## src/design/ipf_defs.svh

```systemverilog
// Purpose: Constants for the interrupt priority field bank
// Assumes: 16-bit registers, word index addressing on a plain port
// Notes:   Offsets are register indexes on the address port
`ifndef IPF_DEFS_SVH
`define IPF_DEFS_SVH
`define IPF_ADDR_W      4
`define IPF_OFS_CTRL_3  4'h3
`define IPF_OFS_CTRL_4  4'h4
`define IPF_OFS_CTRL_5  4'h5
`define IPF_OFS_CTRL_6  4'h6
`define IPF_POS_HI      12
`define IPF_POS_MH      8
`define IPF_POS_ML      4
`define IPF_POS_LO      0
`define IPF_PRIO_RST    3'h4
`define IPF_PRIO_OFF    3'h0
`define IPF_MASK_FULL   16'h7777
`define IPF_MASK_CTRL_5 16'h7707
`define IPF_RST_FULL    16'h4444
`define IPF_RST_CTRL_5  16'h4404
`define IPF_EN_RST      15'h7fff
`endif

```

## src/design/ipf_pkg.sv

```systemverilog
// Purpose: Types for the interrupt priority field bank
// Assumes: Constants come from ipf_defs.svh
// Notes:   Priority vector groups all fifteen sources
package ipf_pkg;
    typedef logic [2:0] ipf_prio_t;
    typedef struct packed {
        ipf_prio_t flash_ctrl_prio;
        ipf_prio_t dma_ch1_prio;
        ipf_prio_t adc_prio;
        ipf_prio_t uart1_tx_prio;
        ipf_prio_t change_notify_prio;
        ipf_prio_t comparator_prio;
        ipf_prio_t i2c1_master_prio;
        ipf_prio_t i2c1_slave_prio;
        ipf_prio_t capcomp6_prio;
        ipf_prio_t capcomp5_prio;
        ipf_prio_t ext_irq1_prio;
        ipf_prio_t timer4_prio;
        ipf_prio_t outcmp4_prio;
        ipf_prio_t outcmp3_prio;
        ipf_prio_t dma_ch2_prio;
    } ipf_prio_vec_t;
    typedef struct packed {
        logic        wr;
        logic        rd;
        logic [3:0]  addr;
        logic [15:0] wdata;
    } ipf_bus_req_t;
endpackage

```

## src/design/ipf_bank.sv

```systemverilog
// Purpose: Bank of four interrupt priority control registers
// Assumes: Plain register port, read data one cycle after strobe
// Notes:   Unmapped reads return zero, unmapped writes are dropped
`timescale 1ns/1ps
`include "ipf_defs.svh"
module ipf_bank (
    // Clock and reset
    input  wire logic                     clk_sys,
    input  wire logic                     srst,
    // Register port
    input  wire logic [`IPF_ADDR_W-1:0]   reg_addr,
    input  wire logic [15:0]              reg_wdata,
    input  wire logic                     reg_wr,
    input  wire logic                     reg_rd,
    output logic      [15:0]              reg_rdata,
    // Toward arbitration
    output ipf_pkg::ipf_prio_vec_t        prio,
    output logic      [14:0]              src_enabled
);
    logic [15:0] ctrl_3;
    logic [15:0] ctrl_4;
    logic [15:0] ctrl_5;
    logic [15:0] ctrl_6;
    logic [15:0] next_rdata;

    function automatic ipf_pkg::ipf_prio_t field(input logic [15:0] r, input int pos);
        field = r[pos +: 3];
    endfunction

    ipf_prio_reg #(.MASK(`IPF_MASK_FULL), .RST_VAL(`IPF_RST_FULL)) u_ctrl_3 (
        .clk_sys (clk_sys),
        .srst    (srst),
        .we      (reg_wr && reg_addr == `IPF_OFS_CTRL_3),
        .wdata   (reg_wdata),
        .value   (ctrl_3)
    );
    ipf_prio_reg #(.MASK(`IPF_MASK_FULL), .RST_VAL(`IPF_RST_FULL)) u_ctrl_4 (
        .clk_sys (clk_sys),
        .srst    (srst),
        .we      (reg_wr && reg_addr == `IPF_OFS_CTRL_4),
        .wdata   (reg_wdata),
        .value   (ctrl_4)
    );
    // Bits 7..3 unimplemented here
    ipf_prio_reg #(.MASK(`IPF_MASK_CTRL_5), .RST_VAL(`IPF_RST_CTRL_5)) u_ctrl_5 (
        .clk_sys (clk_sys),
        .srst    (srst),
        .we      (reg_wr && reg_addr == `IPF_OFS_CTRL_5),
        .wdata   (reg_wdata),
        .value   (ctrl_5)
    );
    ipf_prio_reg #(.MASK(`IPF_MASK_FULL), .RST_VAL(`IPF_RST_FULL)) u_ctrl_6 (
        .clk_sys (clk_sys),
        .srst    (srst),
        .we      (reg_wr && reg_addr == `IPF_OFS_CTRL_6),
        .wdata   (reg_wdata),
        .value   (ctrl_6)
    );

    always_comb begin
        case (reg_addr)
            `IPF_OFS_CTRL_3: next_rdata = ctrl_3;
            `IPF_OFS_CTRL_4: next_rdata = ctrl_4;
            `IPF_OFS_CTRL_5: next_rdata = ctrl_5;
            `IPF_OFS_CTRL_6: next_rdata = ctrl_6;
            default:         next_rdata = 16'h0000;
        endcase
    end

    always_ff @(posedge clk_sys) begin
        if (srst) begin
            reg_rdata <= 16'h0000;
        end else if (reg_rd) begin
            reg_rdata <= next_rdata;
        end else begin
            reg_rdata <= 16'h0000;
        end
    end

    // Field placement, registered so every output is a flop
    always_ff @(posedge clk_sys) begin
        if (srst) begin
            prio <= {15{`IPF_PRIO_RST}};
        end else begin
            prio.flash_ctrl_prio    <= field(ctrl_3, `IPF_POS_HI);
            prio.dma_ch1_prio       <= field(ctrl_3, `IPF_POS_MH);
            prio.adc_prio           <= field(ctrl_3, `IPF_POS_ML);
            prio.uart1_tx_prio      <= field(ctrl_3, `IPF_POS_LO);
            prio.change_notify_prio <= field(ctrl_4, `IPF_POS_HI);
            prio.comparator_prio    <= field(ctrl_4, `IPF_POS_MH);
            prio.i2c1_master_prio   <= field(ctrl_4, `IPF_POS_ML);
            prio.i2c1_slave_prio    <= field(ctrl_4, `IPF_POS_LO);
            prio.capcomp6_prio      <= field(ctrl_5, `IPF_POS_HI);
            prio.capcomp5_prio      <= field(ctrl_5, `IPF_POS_MH);
            prio.ext_irq1_prio      <= field(ctrl_5, `IPF_POS_LO);
            prio.timer4_prio        <= field(ctrl_6, `IPF_POS_HI);
            prio.outcmp4_prio       <= field(ctrl_6, `IPF_POS_MH);
            prio.outcmp3_prio       <= field(ctrl_6, `IPF_POS_ML);
            prio.dma_ch2_prio       <= field(ctrl_6, `IPF_POS_LO);
        end
    end

    // Level 7 highest, 1 lowest, 0 means source off
    always_ff @(posedge clk_sys) begin
        if (srst) begin
            src_enabled <= `IPF_EN_RST;
        end else begin
            for (int i = 0; i < 15; i++) begin
                src_enabled[i] <= field(ctrl_of(i), pos_of(i)) != `IPF_PRIO_OFF;
            end
        end
    end

    // Source index 14 is flash, 0 is dma channel 2, matching prio packing
    function automatic logic [15:0] ctrl_of(input int i);
        if (i >= 11) begin
            ctrl_of = ctrl_3;
        end else if (i >= 7) begin
            ctrl_of = ctrl_4;
        end else if (i >= 4) begin
            ctrl_of = ctrl_5;
        end else begin
            ctrl_of = ctrl_6;
        end
    endfunction

    function automatic int pos_of(input int i);
        if (i >= 11) begin
            pos_of = 4 * (i - 11);
        end else if (i >= 7) begin
            pos_of = 4 * (i - 7);
        end else if (i >= 4) begin
            pos_of = (i == 4) ? 0 : 4 * (i - 3);
        end else begin
            pos_of = 4 * i;
        end
    endfunction
endmodule

```

## src/design/ipf_prio_reg.sv

```systemverilog
// Purpose: One 16-bit priority register with implemented-bit mask
// Assumes: Same clock and reset as the bank
// Notes:   Masked bits are constant zero
`timescale 1ns/1ps
`include "ipf_defs.svh"
module ipf_prio_reg #(
    parameter logic [15:0] MASK    = `IPF_MASK_FULL,
    parameter logic [15:0] RST_VAL = `IPF_RST_FULL
) (
    // Clock and reset
    input  wire logic        clk_sys,
    input  wire logic        srst,
    // Write side
    input  wire logic        we,
    input  wire logic [15:0] wdata,
    // Stored value
    output logic      [15:0] value
);
    always_ff @(posedge clk_sys) begin
        if (srst) begin
            value <= RST_VAL;
        end else if (we) begin
            value <= wdata & MASK;
        end
    end
endmodule

```

## config.mk

```make
export PLATFORM = sky130hd
export DESIGN_NAME = ipf_bank
export DESIGN_NICKNAME = d
export VERILOG_FILES = /design/src/design/ipf_pkg.sv /design/src/design/ipf_bank.sv /design/src/design/ipf_prio_reg.sv
export VERILOG_INCLUDE_DIRS = /design/src /design/src/design
export SDC_FILE = /design/constraint.sdc
export NUM_CORES = 1
export LEC_CHECK = 0
export ABC_AREA = 1
export BUFFER_PORTS_ARGS = -buffer_cell sky130_fd_sc_hd__buf_2
export CAP_MARGIN = 20
export CORE_MARGIN = 2
export CORE_UTILIZATION = 39
export DETAILED_ROUTE_END_ITERATION = 10
export PLACE_DENSITY = 0.67
export SLEW_MARGIN = 20
export SYNTH_ARGS = -nofsm -noshare
export SYNTH_HDL_FRONTEND = slang
export SYNTH_SLANG_ARGS = --single-unit
```

## constraint.sdc

```tcl
create_clock -name clk_sys -period 2 [get_ports clk_sys]
set_input_delay 0.2 -clock clk_sys [delete_from_list [all_inputs] [get_ports clk_sys]]
set_output_delay 0.2 -clock clk_sys [all_outputs]
set_load 0.01 [all_outputs]
```

==> results_dict.tcl, run 1 <==
set metrics [dict create \
    worstPathRequired_ns 1.80 \
    via_count 3570 \
    yosys_warnings 0 \
    cts_resized 0 \
    globalplace.congestion 0.8633 \
    yosysSeqAreaShare_pct 57.28 \
    syn_area_sq_mm 0.004089 \
    clock_power_share_pct 56.2 \
    avgSynthCellArea_sq_um 7.818 \
    p_sw_share_pct 21.33 \
    area_growth_pct 31.21 \
    io_pins 100 \
    internal_power_w 0.004727 \
    fin_crit_sh_pct 57.35 \
    seq_power_share_pct 39.7 \
    combinationalPowerShare_pct 4.1 \
    track_usage_pct 18.85 \
    min_path_type "in -> reg" \
    arrival_ns 0.95 \
    num-fill-cells 961 \
    ir_worst_vdd_uv 444.0 \
    cts_tree "done" \
    final-max-slew-violation-count 0 \
    cts_setup_buffers 0 \
    cts_root_buffer "clkbuf_8" \
    wl_per_cell_microns 13.32 \
    io_buffers 91 \
    multi_input_area_sq_mm 0.001375 \
    dp_hpwl_mm 7.052 \
    rsz0062_at_grt "false" \
    cts_buffers 17 \
    grt_pass1_vias 3212 \
    start_util_pct 39.97 \
    clock_latency_ns 0.51 \
    drt_iter0_drc 209 \
    grt_start_max_net_pins 62 \
    drc 0 \
    status "finished clean" \
    grt-ovfl-total 0 \
    crit_family "flip-flops" \
    die_w_microns 106.4 \
    critPathKind "reg -> out" \
    maxCapViolCount 0 \
    max_stage_delay_ns 0.32 \
    ant_nets 0 \
    die_h_microns 106.4 \
    grt_pass1_wl_mm 16.22 \
    viasPerCell 4.630 \
    setup_tns_ns 0 \
    clk_pin_slew_ns 0.06 \
    start_kind "flip-flop" \
    crit_path_cell_trace "buf_2" \
    mostFrequentLayoutCells "133 x nand2_1, 117 x dfxtp_1, 94 x nor2_1" \
    htreeDepth 4 \
    power_density_mw_per_mm2 1120 \
    regArea_sq_mm 0.002342 \
    cp_num_buf_inv 1 \
    cp_max_fo 1 \
    worst_clock_skew_ns 0.006483 \
    p_leak_nw 2.729 \
    antenna_cells 0 \
    period_needed_ns 1.147 \
    syn_inst 523 \
    cpMaxStageDelayCell "dfxtp_1" \
    yosys.cell_types.count 20 \
    drt_pass1_iterations 5 \
    cts_hold_buffers 7 \
    antenna_found_initial 0 \
    clockBufferDepth 2 \
    final_layout_size_suffix_gt1_share_pct 22.05 \
    die_area_sq_mm 0.01132 \
    fin_nets 646 \
    cts_num_sinks 117 \
    wl_mm 10.27 \
    core_sq_mm 0.01023 \
    layout_commonest_cell "nand2_1" \
    ys_seq_elements 117 \
    max_freq_ghz 0.8718 \
    rows 37 \
    setup_viol 0 \
    finalHoldViolations 0 \
    power.switching_w 0.001281 \
    power.total_w 0.006008 \
    end_kind "output pin" \
]
==> final cells by class <==
type | instances | area share (%)
flip-flops and latches | 117 | 43.66
multi-input cells | 322 | 25.63
repair buffers | 105 | 11.01
clock buffers | 17 | 7.719
clock inverters | 15 | 4.687
inverters | 59 | 4.128
well taps | 136 | 3.172
==> power groups by stage <==
stage | Clock (W) | Combinational (W) | Sequential, W
after CTS | 0.00343 | 0.000249 | 0.00238
after global routing | 0.00354 | 0.000276 | 0.00239
after floorplan | 0 | 0.000137 | 0.00244
after global placement | 0 | 0.000236 | 0.00243
after detailed placement | 0 | 0.000238 | 0.00243
final | 0.00337 | 0.000249 | 0.00239
==> registers in the layout (all words and copies together), names as in the netlist <==
signal,count
prio,45
reg_rdata,12
src_enabled,15
u_ctrl_3.value,12
u_ctrl_4.value,12
u_ctrl_5.value,9
u_ctrl_6.value,12
==> metrics by stage <==
step                hold WS (ns)  utilization, %  instances  setup WS [ns]  instance area, sq um
global placement          0.4596           45.25        732         0.5372                  4629
CTS                     0.006147           52.44        771         0.8263                  5365
floorplan                 0.3132               -        526          1.038                  4100
detailed placement        0.4601           45.25        732         0.5059                  4629
finish                   0.03107           52.44        771         0.8529                  5365
global route             0.01388           52.44        771         0.8011                  5365
==> layer usage <==
metal,track usage (%),wire (microns),share of wire (%),vias to the layer above
met5,0,0,0,-
met4,8.271,235,2.3,0
met3,5.334,726,7.1,21
met2,28.16,4568,44,136
met1,25.35,4740,46,1614
li1,-,-,-,1799
==> logic make-up after synthesis <==
family / synth area share (%)
other cells: 0.09171
buf+inv: 9.363
simple gates: 32.28
compound gates: 0.9792
flops: 57.28
==> cell usage after synthesis, drive strengths merged <==
cell	number	area, sq um
inv	58	217.7
a21oi	8	40.04
nand4	15	93.84
clkbuf	4	15.01
nand2	134	505.5
buf	24	146.4
dfxtp	117	2342
conb	1	3.750
nand3	63	332.8
nor2	98	387.9
clkinv	1	3.750
==> path summary, 6_finish.rpt <==
kind                              startpoint                              end  slack [ns]  depth (start not counted)
min reg2reg   u_ctrl_3.value[0]$_SDFFE_PP0P_              prio[33]$_SDFF_PP0_        0.47                          2
max reg2reg  u_ctrl_3.value[14]$_SDFFE_PP1P_         reg_rdata[14]$_SDFF_PP0_        1.17                          4
min                            reg_wdata[12]  u_ctrl_3.value[12]$_SDFFE_PP0P_        0.03                          3
max                src_enabled[6]$_SDFF_PP1_                   src_enabled[6]        0.85                          1
No activity file was read; power rests on OpenSTA's default activity.
==> inputs of run 2 (changes only) <==
--- a/config.mk
+++ b/config.mk
@@ -12,7 +12,7 @@
 export CORE_MARGIN = 2
 export CORE_UTILIZATION = 39
 export DETAILED_ROUTE_END_ITERATION = 10
-export PLACE_DENSITY = 0.67
+export PLACE_DENSITY = 0.7
 export SLEW_MARGIN = 20
 export SYNTH_ARGS = -nofsm -noshare
 export SYNTH_HDL_FRONTEND = slang
==> constraint.sdc (replaced) <==
create_clock -name clk_sys -period 0.97 [get_ports clk_sys]
set_input_delay 0.097 -clock clk_sys [delete_from_list [all_inputs] [get_ports clk_sys]]
set_output_delay 0.097 -clock clk_sys [all_outputs]
set_load 0.01 [all_outputs]
==> run 2 against run 1 <==
The run now ends with negative setup slack left. Sequential power is 110% higher. Worst setup slack worse by 0.94 ns. Critical path type unchanged. Hold slack improved by 0.043 ns. Routed wire length is 3.7% higher. Largest cell class unchanged. First-iteration DRC count is 14% higher. Register-to-register slack worse by 1.0 ns.
==> results_dict.tcl, run 2 (synthesis gave the netlist of run 1 again) <==
set metrics [dict create \
    status "finished, violations left" \
    violations "negative setup slack" \
    clock_latency_ns 0.52 \
    antenna_cells 0 \
    largest_reg_flops 45 \
    grt_pass1_wl_mm 16.82 \
    max_freq_ghz 0.9501 \
    die_h_microns 106.4 \
    layout_commonest_cell "nand2_1" \
    period_needed_ns 1.053 \
    end_kind "output pin" \
    cts_tree "done" \
    rrSetupSlack_ns 0.16 \
    antenna_found_initial 0 \
    via_count 3643 \
    cp_num_buf_inv 1 \
    dp_hpwl_mm 7.387 \
    cts_root_buffer "clkbuf_8" \
    cp_max_fo 1 \
    min_path_type "in -> reg" \
    p_leak_nw 2.896 \
    fin_nets 670 \
    regArea_sq_mm 0.002372 \
    wl_mm 10.65 \
    grt_pass1_vias 3442 \
    ant_nets 0 \
    setup_tns_ns -4.338 \
    rows 37 \
    io_buffers 91 \
    cpMaxStageDelayCell "dfxtp_2" \
    utilization_pct 56.21 \
    die_area_sq_mm 0.01132 \
    critPathKind "reg -> out" \
    worstPathRequired_ns 0.87 \
    mostFrequentLayoutCells "133 x nand2_1, 94 x nor2_1, 93 x dfxtp_1" \
    dpl_cell_area_sq_mm 0.004802 \
    finalHoldViolations 0 \
    power.total_w 0.01217 \
    start_kind "flip-flop" \
    maxCapViolCount 0 \
    reg_top3 "prio (45), src_enabled (15)" \
    crit_family "flip-flops" \
    area_growth_pct 40.64 \
    start_util_pct 39.97 \
    io_pins 100 \
    power_density_mw_per_mm2 2117 \
    clk_pin_slew_ns 0.06 \
    globalplace.congestion 0.9654 \
    htreeDepth 4 \
    drc 0 \
    grt-ovfl-total 0 \
    crit_path_cell_trace "buf_6" \
    postLayoutCellArea_sq_mm 0.005751 \
    final-max-slew-violation-count 0 \
    layout_setup_ws_ns -0.08252 \
    multi_input_area_sq_mm 0.001375 \
    final_layout_size_suffix_gt1_share_pct 27.51 \
    track_usage_pct 19.69 \
    cts_num_sinks 117 \
    viasPerCell 4.588 \
    clockBufferDepth 2 \
    setup_viol 72 \
    core_sq_mm 0.01023 \
    arrival_ns 0.96 \
    die_w_microns 106.4 \
    fin_crit_sh_pct 108.5 \
    cts_buffers 17 \
    worst_clock_skew_ns 0.009262 \
    drt_pass1_iterations 4 \
    ir_worst_vdd_uv 878.4 \
    rsz0062_at_grt "true" \
    num-fill-cells 934 \
    largest-register "prio" \
    wl_per_cell_microns 13.41 \
    max_stage_delay_ns 0.34 \
    drt_iter0_drc 239 \
    grt_start_max_net_pins 47 \
]
[run 2: repair_timing]
action | 4_1_cts | 5_1_grt
resized for setup | 18 | 30
cloned | 0 | 0
hold buffers | 13 | 0
hold endpoints to repair | 48 | 0
buffers inserted | 0 | 0
setup endpoints to repair | 72 | 72
[run 2: layout make-up]
cell class / instances / share of cell area (%)
Sequential cell: 117 / 41.25
Multi-Input combinational cell: 322 / 23.91
Timing Repair Buffer: 129 / 16.93
Clock buffer: 21 / 8.159
Inverter: 59 / 3.851
Tap cell: 136 / 2.959
Clock inverter: 10 / 2.937
[run 2: layer usage]
layer  vias up  GRT usage [%]  part of all wire, %
met5         -              0                    0
met4         0          9.023                  2.4
met3        20          6.070                  7.6
met2       137          29.44                   45
met1      1634          25.99                   45
li1       1852              -                    -
[run 2: path summary, 6_finish.rpt]
check / depth (start not counted) / from / end
max reg2reg: 4 / u_ctrl_3.value[2]$_SDFFE_PP1P_ / reg_rdata[2]$_SDFF_PP0_
min reg2reg: 2 / u_ctrl_3.value[8]$_SDFFE_PP0P_ / prio[39]$_SDFF_PP0_
max: 1 / reg_rdata[14]$_SDFF_PP0_ / reg_rdata[14]
min: 6 / srst / reg_rdata[5]$_SDFF_PP0_
[run 2: power by group]
part	internal, W	switching [W]	leakage (nW)
sequential	0.00489	0.0000393	0.946
clock	0.00445	0.00218	0.303
combinational	0.000239	0.000375	1.65
total	0.00957	0.00260	2.90
[run 2: stage by stage]
step | hold slack (ns) | setup WS [ns] | std cells
final | 0.07374 | -0.08252 | 794
after global routing | 0.07695 | -0.1222 | 794
after CTS | 0.05200 | -0.1028 | 794
after detailed placement | 0.3514 | -0.1183 | 750
after global placement | 0.3584 | -0.1230 | 750
after floorplan | 0.2102 | 0.1115 | 526
==> inputs of run 3 (changes only) <==
--- a/config.mk
+++ b/config.mk
@@ -6,7 +6,7 @@
 export SDC_FILE = /design/constraint.sdc
 export NUM_CORES = 1
 export LEC_CHECK = 0
-export ABC_AREA = 1
+export ABC_AREA = 0
 export BUFFER_PORTS_ARGS = -buffer_cell sky130_fd_sc_hd__buf_2
 export CAP_MARGIN = 20
 export CORE_MARGIN = 2
==> run 3 against run 2 <==
The flow still finishes with violations (negative setup slack). Global-route usage up 1.4 points. Largest power group unchanged. Largest cell class unchanged. Hold slack worse by 0.059 ns. Clock skew rose by 0.0013 ns. Clock power is 20% lower. Final cell count fell by 10%. Count of clock-buffer cells in the layout unchanged. Sequential share of layout area decreased by 1.7 points. Worst setup slack better by 0.0061 ns. Critical path depth unchanged. Highest routed layer unchanged. Via count up 2.4%.
==> results_dict.tcl, run 3 <==
set metrics [dict create \
    timing.rr.start "u_ctrl_5.value[10]$_SDFFE_PP1P_" \
    reg2regPathDepth 2 \
    grt_pass1_vias 3566 \
    die_h_microns 107.1 \
    drt_pass1_iterations 5 \
    die_area_sq_mm 0.01147 \
    yosysSeqAreaShare_pct 56.52 \
    power.total_w 0.01093 \
    synth_top_cell_area_share_pct 56.52 \
    synth.largest_area_cell "dfxtp_1" \
    viasPerCell 5.240 \
    final_layout_size_suffix_gt1_share_pct 42.71 \
    ir_worst_vdd_uv 1230 \
    area_growth_pct 45.77 \
    synth-edff-count 0 \
    rows 37 \
    cp_max_fo 1 \
    cp_num_cells 1 \
    cts_root_buffer "clkbuf_8" \
    worst_clock_skew_ns 0.01052 \
    max_freq_ghz 0.9556 \
    async_flop_share_pct 0 \
    r2r-end "src_enabled[5]$_SDFF_PP1_" \
    worstPathRequired_ns 0.87 \
    violations "negative setup slack" \
    rsz0062_at_grt "true" \
    largest-register "prio" \
    placed_cells 667 \
    avgSynthCellArea_sq_um 9.914 \
    critPathKind "reg -> out" \
    clockBufferDepth 2 \
    via_count 3731 \
    globalplace.congestion 0.8989 \
    start_kind "flip-flop" \
    critical_path.startpoint "prio[35]$_SDFF_PP1_" \
    cts_num_sinks 117 \
    fin_cells 712 \
    syn_inst 418 \
    utilization_pct 58.51 \
    cp-endpoint "prio[35]" \
    power_density_mw_per_mm2 1809 \
    crit_path_cell_trace "buf_2" \
    grt_pass1_wl_mm 18.36 \
    drc 0 \
    grt_start_max_net_pins 25 \
    htreeDepth 4 \
    yosys_warnings 0 \
    fin_nets 588 \
    clock_latency_ns 0.52 \
    grt-ovfl-total 0 \
    final-max-slew-violation-count 0 \
    fin_crit_sh_pct 107.9 \
    wl_mm 11.99 \
    largest_reg_flops 45 \
    yosys.cell_types.count 29 \
    track_usage_pct 21.07 \
    period_needed_ns 1.046 \
    antenna_found_initial 0 \
    setup_tns_ns -4.218 \
    p_leak_nw 2.538 \
    setup_viol 86 \
    wl_per_cell_microns 16.84 \
    synth.most_common_cell "dfxtp_1" \
    maxCapViolCount 0 \
    reg_top3 "prio (45), src_enabled (15)" \
    rrSetupSlack_ns -0.06 \
    antenna_cells 0 \
    cts_tree "done" \
    cp_num_buf_inv 1 \
    crit_family "flip-flops" \
    ys_top_cells_by_area "dfxtp_1 57%, and3b_1 5.5%, a21oi_1 5.1%" \
    core_sq_mm 0.01032 \
    die_w_microns 107.1 \
    finalHoldViolations 0 \
    ant_nets 0 \
    start_util_pct 40.14 \
    status "finished, violations left" \
    synth_flop_cell "dfxtp_1" \
    cpMaxStageDelayCell "dfxtp_1" \
    max_stage_delay_ns 0.31 \
    mostFrequentLayoutCells "79 x dfxtp_1, 72 x buf_2, 46 x buf_4" \
    layout_setup_ws_ns -0.07644 \
    end_kind "output pin" \
    clk_pin_slew_ns 0.06 \
    synthTopCellsByCount "117 x dfxtp_1, 42 x a21oi_1, 42 x o21ai_0" \
    io_buffers 91 \
    cts_buffers 17 \
    syn_area_sq_mm 0.004144 \
    ys_seq_elements 117 \
    min_path_type "in -> reg" \
    drt_iter0_drc 213 \
    layout_commonest_cell "dfxtp_1" \
    io_pins 100 \
    arrival_ns 0.95 \
    holdWs_ns 0.01465 \
    dp_hpwl_mm 8.169 \
]
==> run 3: cell types whose count changed in the layout (fill, tap and decap cells not counted), moves of 15 or more <==
cell and change:
nand3_1 -31, o21ai_0 +23, nor2b_1 +33, a21oi_1 +34, inv_1 -54, a211o_1 +15
nor2_1 -93, buf_4 +25, nand2_1 -128, and3b_1 +26, nand4_1 -15, or2_4 +15
o21ai_1 +19
==> run 3: cells by family (layout without fill, tap and decap cells) <==
| kind of cell | count (synthesis) | in the layout | synth area share [%] |
|---|---|---|---|
| buffers and inverters | 38 | 193 | 4.318 |
| AO/OA/AOI/OAI | 110 | 110 | 15.31 |
| AND/OR/NAND/NOR | 152 | 152 | 23.76 |
| other | 1 | 4 | 0.09049 |
| flip-flops | 117 | 117 | 56.52 |
==> run 3: power by group <==
| part | switching, W | internal [W] | total, W |
|---|---|---|---|
| Combinational | 0.000380 | 0.000313 | 0.000693 |
| Clock | 0.00206 | 0.00328 | 0.00533 |
| Sequential | 0.0000325 | 0.00487 | 0.00490 |
| Total | 0.00247 | 0.00846 | 0.0109 |
==> run 3: worst register-to-register path, stage by stage, from the launching register on <==
cell	delay (ns)
dfxtp_2	0.32
or2_4	0.26
or3_1	0.31
==> run 3: layer usage <==
layer	global-route usage [%]	wire [microns]
met1	26.06	5024
met2	34.40	5729
met3	6.261	966
met4	8.256	274
met5	0	0
==> run 3: how the worst min path moves through the flow <==
stage / startpoint / end / slack [ns] / cells past startpoint
after detailed placement: reg_wdata[4] / u_ctrl_4.value[4]$_SDFFE_PP0P_ / 0.40 / 3
after global placement: reg_wdata[5] / u_ctrl_4.value[5]$_SDFFE_PP0P_ / 0.40 / 3
after global routing: srst / prio[11]$_SDFF_PP1_ / 0.02 / 3
after floorplan: reg_wdata[0] / u_ctrl_3.value[0]$_SDFFE_PP0P_ / 0.24 / 2
after CTS: srst / prio[44]$_SDFF_PP1_ / -0.007 / 3
final: srst / prio[11]$_SDFF_PP1_ / 0.01 / 3
==> run 3: repair_timing <==
action | CTS | global route
pin swaps | 14 | 11
hold buffers | 13 | 0
hold endpoints to repair | 45 | 0
endpoints found under the setup margin | 91 | 99
buffers inserted | 1 | 0
gates resized for setup | 40 | 50
==> run 3: per-stage QoR <==
step | setup slack [ns] | instance area (sq um)
after floorplan | -0.06957 | 4270
after global placement | -0.2268 | 5154
after detailed placement | -0.3034 | 5154
after CTS | -0.1047 | 5897
after global routing | -0.1207 | 6041
final | -0.07644 | 6041
==> run 3: cell type report <==
class / count / area [sq um]
Inverter: 1 / 3.754
Fill cell: 850 / 4283
Tap cell: 136 / 170.2
Multi-Input combinational cell: 266 / 1734
Clock inverter: 10 / 57.56
Clock buffer: 21 / 459.2
Sequential cell: 117 / 2390
Timing Repair Buffer: 161 / 1226
